<file path="src/hdl/smc_defines.svh">
// timing counts and encodings for the system mode controller
`ifndef SMC_DEFINES_SVH
`define SMC_DEFINES_SVH
`define SMC_CLK_HZ 40000000
`define SMC_RESET_DELAY_US 10
`define SMC_RESET_DELAY_CYC ((`SMC_RESET_DELAY_US * (`SMC_CLK_HZ / 1000000)))
`define SMC_LONG_WINDOW_MS 200
`define SMC_LONG_WINDOW_CYC ((`SMC_LONG_WINDOW_MS * (`SMC_CLK_HZ / 1000)))
`define SMC_SPI_BITS 16
`define SMC_MODE_MSB 15
`define SMC_MODE_LSB 14
`define SMC_WR_BIT 13
`define SMC_REQ_NORMAL 2'h0
`define SMC_REQ_STOP 2'h1
`define SMC_REQ_SLEEP 2'h2
`define SMC_REQ_RESET 2'h3
`endif

</file>
<file path="src/hdl/smc_pkg.sv">
// types of the system mode controller
package smc_pkg;
	typedef enum logic [2:0] {
		SMC_INIT,
		SMC_NORMAL,
		SMC_STOP,
		SMC_SLEEP,
		SMC_RESTART,
		SMC_FAILSAFE
	} smc_mode_t;
	typedef struct packed {
		logic watchdog_fail;
		logic vcc_undervoltage;
		logic overtemp;
	} smc_fault_t;
	typedef struct packed {
		logic can_wake;
		logic pin_wake;
	} smc_wake_t;
endpackage

</file>
<file path="src/hdl/smc_mode_ctrl.sv">
// operating-mode state machine with spi slave and power-on strap latching
// What this block does
// - six modes, normal is the main one
// - init entered at power-up and soft reset
// - stop keeps main regulator on
// - sleep turns main regulator off
// - wake or failure enters restart, resets host
// - fault gone, reset delay, then normal
// - overheating enters fail-safe, regulator off; watchdog and overvoltage failures do too with interrupt strap low
// - fail-safe left only by wake or cool-down
// - development mode halts the watchdog counter
// - strap low during init selects development
// - interrupt-pin strap stores failure behaviour
// - sixteen-bit spi, host master, device slave
// - host writes mode field to request modes
// - mode field cleared passing through restart
// - start in init after power-on threshold
// - init starts watchdog with long window
// - any spi command in init gives normal
// - no trigger in long window gives restart
// - wake events in init are discarded
// - wake in normal raises interrupt only
`timescale 1ns/100ps
`include "smc_defines.svh"
module smc_mode_ctrl #(
	// reset delay and long open window, both in clock cycles
	parameter int RESET_DELAY_CYC = `SMC_RESET_DELAY_CYC,
	parameter int LONG_WINDOW_CYC = `SMC_LONG_WINDOW_CYC
) (
	input wire logic clk_sys,
	input wire logic nrst,
	input wire logic soft_reset,
	// spi link from the host
	input wire logic spi_sck,
	input wire logic spi_cs_n,
	input wire logic spi_mosi,
	output logic spi_miso,
	// watchdog and supply supervision
	input wire logic wd_trigger,
	input wire logic wd_fail_ext,
	input wire logic vcc_ov,
	input wire smc_pkg::smc_fault_t fault_in,
	input wire smc_pkg::smc_wake_t wake_in,
	// board straps read during init
	input wire logic fail_out_three,
	input wire logic int_strap,
	// supply, host reset and status outputs
	output logic main_regulator_output,
	output logic reset_output_pin_n,
	output logic wake_irq,
	output logic dev_mode,
	output logic cfg_restart_on_fail,
	output smc_pkg::smc_mode_t mode
);
	// two-stage synchronisers for the spi, trigger, wake and strap pins
	// bit order: sck, cs active high, mosi, trigger, can wake, pin wake,
	// development strap, interrupt strap; only the second stage is read
	logic [7:0] s1_q;
	logic [7:0] s2_q;
	always_ff @(posedge clk_sys or negedge nrst) begin
		if (!nrst) begin
			s1_q <= 8'h00;
			s2_q <= 8'h00;
		end else begin
			s1_q <= {spi_sck, ~spi_cs_n, spi_mosi, wd_trigger, wake_in, fail_out_three, int_strap};
			s2_q <= s1_q;
		end
	end
	// synchronised views of each pin
	wire sck_s = s2_q[7];
	wire cs_s = s2_q[6];
	wire mosi_s = s2_q[5];
	wire trig_s = s2_q[4];
	wire wake_s = |s2_q[3:2];
	wire strap_dev_s = s2_q[1]; // low selects development mode
	wire int_s = s2_q[0];

	// edge detection on synchronised clock and trigger
	// delay registers reset to the idle levels of sck, cs and trigger,
	// so no false edge follows reset
	logic sck_d1_q;
	logic cs_d1_q;
	logic trig_d1_q;
	always_ff @(posedge clk_sys or negedge nrst) begin
		if (!nrst) begin
			sck_d1_q <= 1'b0;
			cs_d1_q <= 1'b0;
			trig_d1_q <= 1'b0;
		end else begin
			sck_d1_q <= sck_s;
			cs_d1_q <= cs_s;
			trig_d1_q <= trig_s;
		end
	end
	wire sck_rise = sck_s & ~sck_d1_q;
	wire sck_fall = ~sck_s & sck_d1_q;
	wire cs_end = ~cs_s & cs_d1_q;
	wire trig_rise = trig_s & ~trig_d1_q;

	// spi shift register, 16 bits msb first, mode 0
	// mosi is taken on each synchronised sck rise
	// the bit count is cleared while cs is idle
	logic [15:0] sh_q;
	logic [4:0] cnt_q;
	logic [15:0] tx_q;
	always_ff @(posedge clk_sys or negedge nrst) begin
		if (!nrst) begin
			sh_q <= 16'h0000;
			cnt_q <= 5'h00;
		end else if (!cs_s) begin
			cnt_q <= 5'h00;
		end else if (sck_rise) begin
			sh_q <= {sh_q[14:0], mosi_s};
			cnt_q <= cnt_q + 5'h01;
		end
	end
	// frame complete only with exactly sixteen clocks
	// any frame with at least one clock counts as a command in init
	wire frame_ok = cs_end & (cnt_q == 5'(`SMC_SPI_BITS));
	wire any_cmd = cs_end & (cnt_q != 5'h00);
	wire wr_mode = frame_ok & sh_q[`SMC_WR_BIT];
	wire [1:0] req = sh_q[`SMC_MODE_MSB:`SMC_MODE_LSB];

	// strap latching while in init, stored when the first init ends
	// straps follow the pins during the first init and freeze after it
	logic dev_q;
	logic cfgp_q;
	logic cfg_done_q;

	// mode state and timers
	// one timer serves the long window, the reset delay and fail-safe
	smc_pkg::smc_mode_t st_q;
	smc_pkg::smc_mode_t st_d;
	logic [31:0] tmr_q;
	logic [1:0] field_q;
	logic wd_fail_cnt_q; // sticky: a watchdog failure has happened
	logic irq_q; // wake interrupt register

	// named decodes of the current mode, shared below
	wire in_init = (st_q == smc_pkg::SMC_INIT);
	wire in_normal = (st_q == smc_pkg::SMC_NORMAL);
	wire in_restart = (st_q == smc_pkg::SMC_RESTART);
	// soft reset overrides the decoded next mode, so outputs follow it too
	smc_pkg::smc_mode_t st_next;
	assign st_next = soft_reset ? smc_pkg::SMC_INIT : st_d;

	// regulator stays on except in the two modes that cut it
	function automatic logic reg_on_for(input smc_pkg::smc_mode_t m);
		logic on;
		on = 1'b1;
		case (m)
			smc_pkg::SMC_SLEEP: on = 1'b0;
			smc_pkg::SMC_FAILSAFE: on = 1'b0;
			smc_pkg::SMC_STOP: on = 1'b1;
			default: on = 1'b1;
		endcase
		return on;
	endfunction

	// host reset released in every mode but restart
	function automatic logic rst_release_for(input smc_pkg::smc_mode_t m);
		return m != smc_pkg::SMC_RESTART;
	endfunction

	// mode asked for by a written mode field
	function automatic smc_pkg::smc_mode_t req_mode(input logic [1:0] r);
		smc_pkg::smc_mode_t m;
		m = smc_pkg::SMC_NORMAL;
		case (r)
			`SMC_REQ_STOP: m = smc_pkg::SMC_STOP;
			`SMC_REQ_SLEEP: m = smc_pkg::SMC_SLEEP;
			`SMC_REQ_RESET: m = smc_pkg::SMC_INIT;
			default: m = smc_pkg::SMC_NORMAL;
		endcase
		return m;
	endfunction

	// long open window runs only in init, halted in development mode
	// a rising trigger restarts it; expiry is a watchdog failure
	wire wd_run = in_init & ~dev_q;
	wire wd_expire = wd_run & (tmr_q >= 32'(LONG_WINDOW_CYC));
	// external and internal failure sources, masked in development mode
	wire wd_src = wd_fail_ext | fault_in.watchdog_fail;
	wire wd_fail = wd_expire | (wd_src & ~dev_q);
	// overvoltage here always has its reset enabled
	// any of these ends normal or stop operation
	wire critical = fault_in.vcc_undervoltage | fault_in.overtemp | wd_fail | vcc_ov;
	// interrupt-pin strap low sends watchdog and overvoltage failures to fail-safe, high to restart; overheating always to fail-safe
	wire to_failsafe = ((wd_fail | vcc_ov) & ~cfgp_q) | fault_in.overtemp;
	// conditions that keep restart from ending in normal
	wire fault_now = fault_in.vcc_undervoltage | fault_in.overtemp;

	// next-mode decode
	// failures win over host requests; wakes count in sleep and fail-safe
	always_comb begin
		st_d = st_q;
		case (st_q)
			smc_pkg::SMC_INIT: begin
				// wake ignored here, it is lost
				// a failure of the long window comes first
				if (wd_fail)
					st_d = smc_pkg::SMC_RESTART;
				else if (any_cmd)
					st_d = smc_pkg::SMC_NORMAL;
			end
			smc_pkg::SMC_NORMAL, smc_pkg::SMC_STOP: begin
				// stop differs from normal only in raising no wake interrupt
				if (critical)
					st_d = to_failsafe ? smc_pkg::SMC_FAILSAFE : smc_pkg::SMC_RESTART;
				else if (wr_mode)
					st_d = req_mode(req);
			end
			smc_pkg::SMC_SLEEP: begin
				// only a wake or overheating leaves sleep
				if (fault_in.overtemp)
					st_d = smc_pkg::SMC_FAILSAFE;
				else if (wake_s)
					st_d = smc_pkg::SMC_RESTART;
			end
			smc_pkg::SMC_RESTART: begin
				// host held in reset until the delay runs out fault-free
				if (!fault_now && tmr_q >= 32'(RESET_DELAY_CYC))
					st_d = smc_pkg::SMC_NORMAL;
				else if (fault_in.overtemp)
					st_d = smc_pkg::SMC_FAILSAFE;
			end
			smc_pkg::SMC_FAILSAFE: begin
				// permanent until wake or cooled down
				if (wake_s | ~fault_in.overtemp & ~fault_in.vcc_undervoltage & tmr_q != 0)
					st_d = smc_pkg::SMC_RESTART;
			end
			// unused codes fall back to init
			default: st_d = smc_pkg::SMC_INIT;
		endcase
	end

	// mode register, init after power-on or soft reset
	// soft reset is a level: init is forced for every cycle it is held
	always_ff @(posedge clk_sys or negedge nrst) begin
		if (!nrst)
			st_q <= smc_pkg::SMC_INIT;
		else if (soft_reset)
			st_q <= smc_pkg::SMC_INIT;
		else
			st_q <= st_d;
	end

	// shared timer, restarts on every mode change
	// saturates at its top and stands in init while development holds it
	// a trigger edge restarts the long window
	always_ff @(posedge clk_sys or negedge nrst) begin
		if (!nrst)
			tmr_q <= 32'h0000_0000;
		else if (st_next != st_q || (trig_rise && wd_run))
			tmr_q <= 32'h0000_0000;
		else if (tmr_q != 32'hFFFF_FFFF && !(st_q == smc_pkg::SMC_INIT && dev_q))
			tmr_q <= tmr_q + 32'h0000_0001;
	end

	// mode field as read back, cleared through restart
	// writes in init only leave init, so they are not stored
	always_ff @(posedge clk_sys or negedge nrst) begin
		if (!nrst)
			field_q <= `SMC_REQ_NORMAL;
		else if (in_restart)
			field_q <= `SMC_REQ_NORMAL;
		else if (wr_mode && st_q != smc_pkg::SMC_INIT)
			field_q <= req;
	end

	// strap capture during init, stored when the first init ends
	// the first command or a watchdog failure ends the capture for good
	// the first two captures read the synchronisers' reset zeros, so dev_q is high until the pins arrive
	always_ff @(posedge clk_sys or negedge nrst) begin
		if (!nrst) begin
			dev_q <= 1'b0;
			cfgp_q <= 1'b0;
			cfg_done_q <= 1'b0;
			wd_fail_cnt_q <= 1'b0;
		end else begin
			if (st_q == smc_pkg::SMC_INIT && !cfg_done_q) begin
				dev_q <= ~strap_dev_s;
				cfgp_q <= int_s;
				cfg_done_q <= any_cmd | wd_fail;
			end
			if (wd_fail)
				wd_fail_cnt_q <= 1'b1;
		end
	end

	// wake interrupt in normal only, mode unchanged
	// level follows the synchronised wake while in normal
	always_ff @(posedge clk_sys or negedge nrst) begin
		if (!nrst)
			irq_q <= 1'b0;
		else
			irq_q <= in_normal & wake_s;
	end

	// restart cause, kept until the next entry into restart
	// bit 2 wake, bit 1 watchdog, bit 0 supply or overvoltage
	// read back in the low byte of every answer word
	logic [2:0] cause_q;
	always_ff @(posedge clk_sys or negedge nrst) begin
		if (!nrst) begin
			cause_q <= 3'h0;
		end else if (st_next == smc_pkg::SMC_RESTART && !in_restart) begin
			cause_q <= {wake_s, wd_fail, critical & ~wd_fail};
		end
	end

	// miso shift: current mode field then state
	// word loaded as cs goes active, shifted on each sck fall
	// layout: field, mode, development, strap, watchdog failed, cause
	always_ff @(posedge clk_sys or negedge nrst) begin
		if (!nrst)
			tx_q <= 16'h0000;
		else if (cs_s && !cs_d1_q)
			tx_q <= {field_q, 3'(st_q), dev_q, cfgp_q, wd_fail_cnt_q, cause_q, 5'h00};
		else if (cs_s && sck_fall)
			tx_q <= {tx_q[14:0], 1'b0};
	end

	// registered outputs
	// taken from the next mode so they change on the same edge as mode
	always_ff @(posedge clk_sys or negedge nrst) begin
		if (!nrst) begin
			main_regulator_output <= 1'b0;
			reset_output_pin_n <= 1'b0;
		end else begin
			main_regulator_output <= reg_on_for(st_next);
			reset_output_pin_n <= rst_release_for(st_next);
		end
	end

	// all outputs come straight from registers
	assign spi_miso = tx_q[15];
	assign wake_irq = irq_q;
	assign dev_mode = dev_q;
	assign cfg_restart_on_fail = cfgp_q;
	assign mode = st_q;
endmodule

</file>
<file path="config.mk">
export PLATFORM = sky130hd
export DESIGN_NAME = smc_mode_ctrl
export DESIGN_NICKNAME = d
export VERILOG_FILES = /design/src/hdl/smc_pkg.sv /design/src/hdl/smc_mode_ctrl.sv
export VERILOG_INCLUDE_DIRS = /design/src /design/src/hdl
export SDC_FILE = /design/constraint.sdc
export NUM_CORES = 1
export LEC_CHECK = 0
export ABC_AREA = 0
export BUFFER_PORTS_ARGS = -buffer_cell sky130_fd_sc_hd__buf_2
export CAP_MARGIN = 5
export CORE_UTILIZATION = 40
export DETAILED_ROUTE_END_ITERATION = 7
export PLACE_DENSITY = 0.57
export SYNTH_ARGS = -nofsm -noshare
export SYNTH_HDL_FRONTEND = slang
export SYNTH_SLANG_ARGS = --single-unit
</file>
<file path="constraint.sdc">
create_clock -name clk_sys -period 2.3 [get_ports clk_sys]
set_input_delay 0.115 -clock clk_sys [delete_from_list [all_inputs] [get_ports clk_sys]]
set_output_delay 0.115 -clock clk_sys [all_outputs]
set_load 0.01 [all_outputs]
</file>
==> key figures <==
Synthesis
  – Post-synthesis cell type count: 60
  – Post-synth EDFFs: 0
  – Most used DFF post-synth: dfrtp_1
  – Synth top area share: 50.95%
  – Mapped Nets: 460
  – Sequential area share after synthesis: 50.95%
  – Synth area leaders: dfrtp_1 51%, nor3_2 6.4%, xnor2_1 4.0%
  – Post-Syn Area per Cell: 10.99 um^2
  – Yosys warns: 0
  – Synthesized instance count: 438
  – #FFs+latches synth: 98
  – Mapped Area: slightly below 5000 um^2
  – Async SR Flop Fraction: 100.0%
  – Cell taking the most area after synthesis: dfrtp_1

Worst setup path
  – CP required: between 2 and 3 ns
  – Crit-path cells: inv_2 -> ha_4 -> or4b_4 -> nand4_4 -> o2bb2ai_2 -> a211oi_2 -> a41oi_4 -> xor2_4 -> buf_12 -> nor3_2
  – CP max FO: 23
  – Slowest cell on the critical path: or4b_4
  – Reg2reg setup slack: -0.19 ns
  – Cell family with most CP delay: simple AND/OR/NAND/NOR gates
  – Crit. End Element: flop
  – Reg2reg end: tmr_q[29]
  – FF-to-FF path depth: 10
  – Worst r2r src: cnt_q[0]
  – CP peak stage delay: 0.47 ns
  – WP buf/inv: 2
  – Arrival time at the worst endpoint: approximately 2.8 ns
  – Startpoint Class: flop
  – WS Path Type: flop to flop

Worst hold path
  – Hold Path Class: primary input to flop
  – Hold Crit Start: soft_reset
  – Worst hold stages: 3
  – Hold worst-path end: mode[0]

Layout
  – Final nets: approximately 570
  – Share of cells above drive strength 1: 36.36%
  – Antenna cells: 0
  – Area growth syn-to-layout: 29.27%
  – Post-route cell area: 6222 um^2
  – FILL cells: between 1k and 1.5k
  – Post-route insts no fill: 693

Run status
  – Failing checks: DRC, setup timing
  – Status: finished, violations left

Route
  – Post-route DRC: 2
  – Detail Route Antenna Nets: 0
  – Final wirelength: approximately 11,000 um
  – WL per Instance: 15.62 um
  – Routed vias: 3,616
  – Via density: 5.218
  – 1st-pass router iterations: 8
  – Initial DRC Count: 186

Power
  – Final Power: approximately 4300 uW
  – Static Leak: 0.002752 uW
  – NetSw: 1164 uW
  – Clk pwr share: 36.2%
  – Switching part of the total: between 20% and 30%
  – Int Pwr: a little over 3000 uW
  – Pwr Density: 684.5 nW/um^2
  – Sequential share of power: between 40% and 50%
  – Peak VDD IR: 0.0005503 V
  – Logic pwr share: ~17%

STA
  – Relative slew slack: 61.96%
  – Setup violators final: 35
  – Final hold vios: 0
  – Setup tns final: -5.292 ns
  – Crit share post-route: 108.4%
  – Worst Slack Setup Final: -0.1933 ns
  – Minimum clock period: 2.493 ns
  – Worst slew pin tran: 0.5692 ns
  – RSZ-0062 raised after global routing: true
  – Final slew viol count: 0
  – FMAX: 401.1 MHz
  – Setup Skew: 0.006885 ns
  – Hold Slack: 0.2298 ns

Job
  – MaxCap Viol Count: 0

Die
  – Die width: 111.7 um
  – IO Pins: 25
  – Num rows: 39
  – Chip height: between 100 and 150 um
  – CORE AREA: around 12,000 um^2
  – DIE AREA: 12,480 um^2
  – Initial Util: 41.62%

Clocking
  – H-Tree Depth: 3
  – CTS tree: done
  – Worst skew pair latency: 0.35 ns
  – CTS Buffer Depth: 2
  – Clk sinks: 98
  – Root Buffer: clkbuf_16
  – CTS buffer count: 9
  – Clock slew at reported path FFs: ~0.07 ns

GRT
  – Initial antenna violation count: 0
  – First-pass GRT wire length: between 15,000 and 20,000 um
  – Number of global-route vias before repair: 3,668
  – Largest net degree at the start of global routing: 58
  – Remaining global-route overflow: 0
  – GRT Util Overall: a little under a fifth

Place
  – PortBufs: 24
  – DP Area: 5585 um^2
  – Inst Count DP: approximately 660
  – GPL Wtd Cong: 0.9236
  – HPWL after detailed placement: 7434 um
-- cell usage after synthesis (4+ instances only) --
library cell and count:
xnor2_1 22, nor3_2 31, buf_2 4, clkbuf_1 6, a21oi_1 8, nor4_1 7, mux2i_1 12, nor2_1 37
xor2_1 14, and3_1 4, inv_1 20, nand2_1 32, nand3_1 18, dfrtp_1 98, nor3_1 13, or3_1 4
ha_1 6, o21ai_0 16, nand4_1 10, mux2_2 16
-- flip-flops by register name, summed over array words and instances (netlist names), 2 cells and up --
register,flops
cause_q,3
cnt_q,5
field_q,2
mode,3
s1_q,8
s2_q,8
sh_q,16
tmr_q,32
tx_q,11
-- routing by layer --
| layer | global-route usage, % | up-vias | routed length (um) | part of all wire [%] |
|---|---|---|---|---|
| met2 | 29.57 | 60 | 5066 | 47 |
| li1 | - | 1762 | - | - |
| met4 | 7.207 | 0 | 153 | 1.4 |
| met5 | 0 | - | 0 | 0 |
| met3 | 3.321 | 13 | 341 | 3.1 |
| met1 | 25.88 | 1781 | 5266 | 49 |
-- what timing repair did --
action / in CTS / in global routing
resized for setup: 23 / 11
hold buffers: 9 / 0
buffers inserted: 7 / 2
pin swaps: 11 / 5
hold endpoints to repair: 49 / 0
gates cloned: 2 / 0
setup endpoints to repair: 35 / 35
-- layout make-up --
type,count,area [um^2],area share [%]
clock buffer,10,229.0,3.680
inverter,20,75.07,1.207
multi-input combinational,302,2318,37.26
timing repair buffer,114,894.6,14.38
tap,143,178.9,2.876
clock inverter,6,73.82,1.186
sequential,98,2452,39.41
-- tightest hold or removal path, delay by kind of cell --
family	cells	cell delay [ns]
AOI/OAI and AO/OA	2	0.27
buffers and inverters	1	0.13
-- metrics by stage --
step,setup slack (ns),util [%]
floorplan,0.01717,-
global placement,-0.1290,48.30
detailed placement,-0.2170,48.30
CTS,-0.1582,53.36
global route,-0.2996,53.80
finish,-0.1933,53.80
-- power by group through the flow --
stage	logic (uW)	registers, uW	clock network [uW]
finish	732	1990	1540
floorplan	399	2000	0
global placement	605	2010	0
CTS	722	1990	1580
detailed placement	617	2020	0
global route	805	2010	1650
-- worst max-delay path by stage --
stage              start         to  cells past startpoint
2_1_floorplan   cnt_q[0]   tmr_q[0]                     10
3_3_place_gp   tmr_q[15]   tmr_q[5]                      9
3_5_place_dp    cnt_q[1]  tmr_q[14]                     10
4_1_cts         cnt_q[1]  tmr_q[29]                     10
5_1_grt        tmr_q[24]  tmr_q[20]                     11
6_report        cnt_q[0]  tmr_q[29]                     10
-- logic make-up (layout without fill, tap and decap cells) --
group / count (synthesis) / in the layout / share of synthesized area [%]
multiplexers: 30 / 30 / 6.707
XOR/XNOR: 37 / 37 / 7.122
AND/OR/NAND/NOR: 181 / 181 / 22.69
adder cells (fa/ha/maj): 6 / 6 / 1.560
flip-flops: 98 / 98 / 50.95
buffers and inverters: 38 / 150 / 3.795
AO/OA/AOI/OAI: 48 / 48 / 7.175
-- cell usage in the layout, fill, tap and decap left out, types with 8 or more instances in the layout --
master / n
a21oi_1: 8
buf_2: 23
buf_4: 75
clkbuf_16: 9
dfrtp_1: 98
dlygate4sd3_1: 9
inv_1: 18
mux2_2: 16
mux2i_1: 12
nand2_1: 32
nand3_1: 15
nand4_1: 10
nor2_1: 36
nor3_1: 9
nor3_2: 33
o21ai_0: 16
xnor2_1: 22
xor2_1: 14
Note: power is estimated with default switching activity, not from simulation.
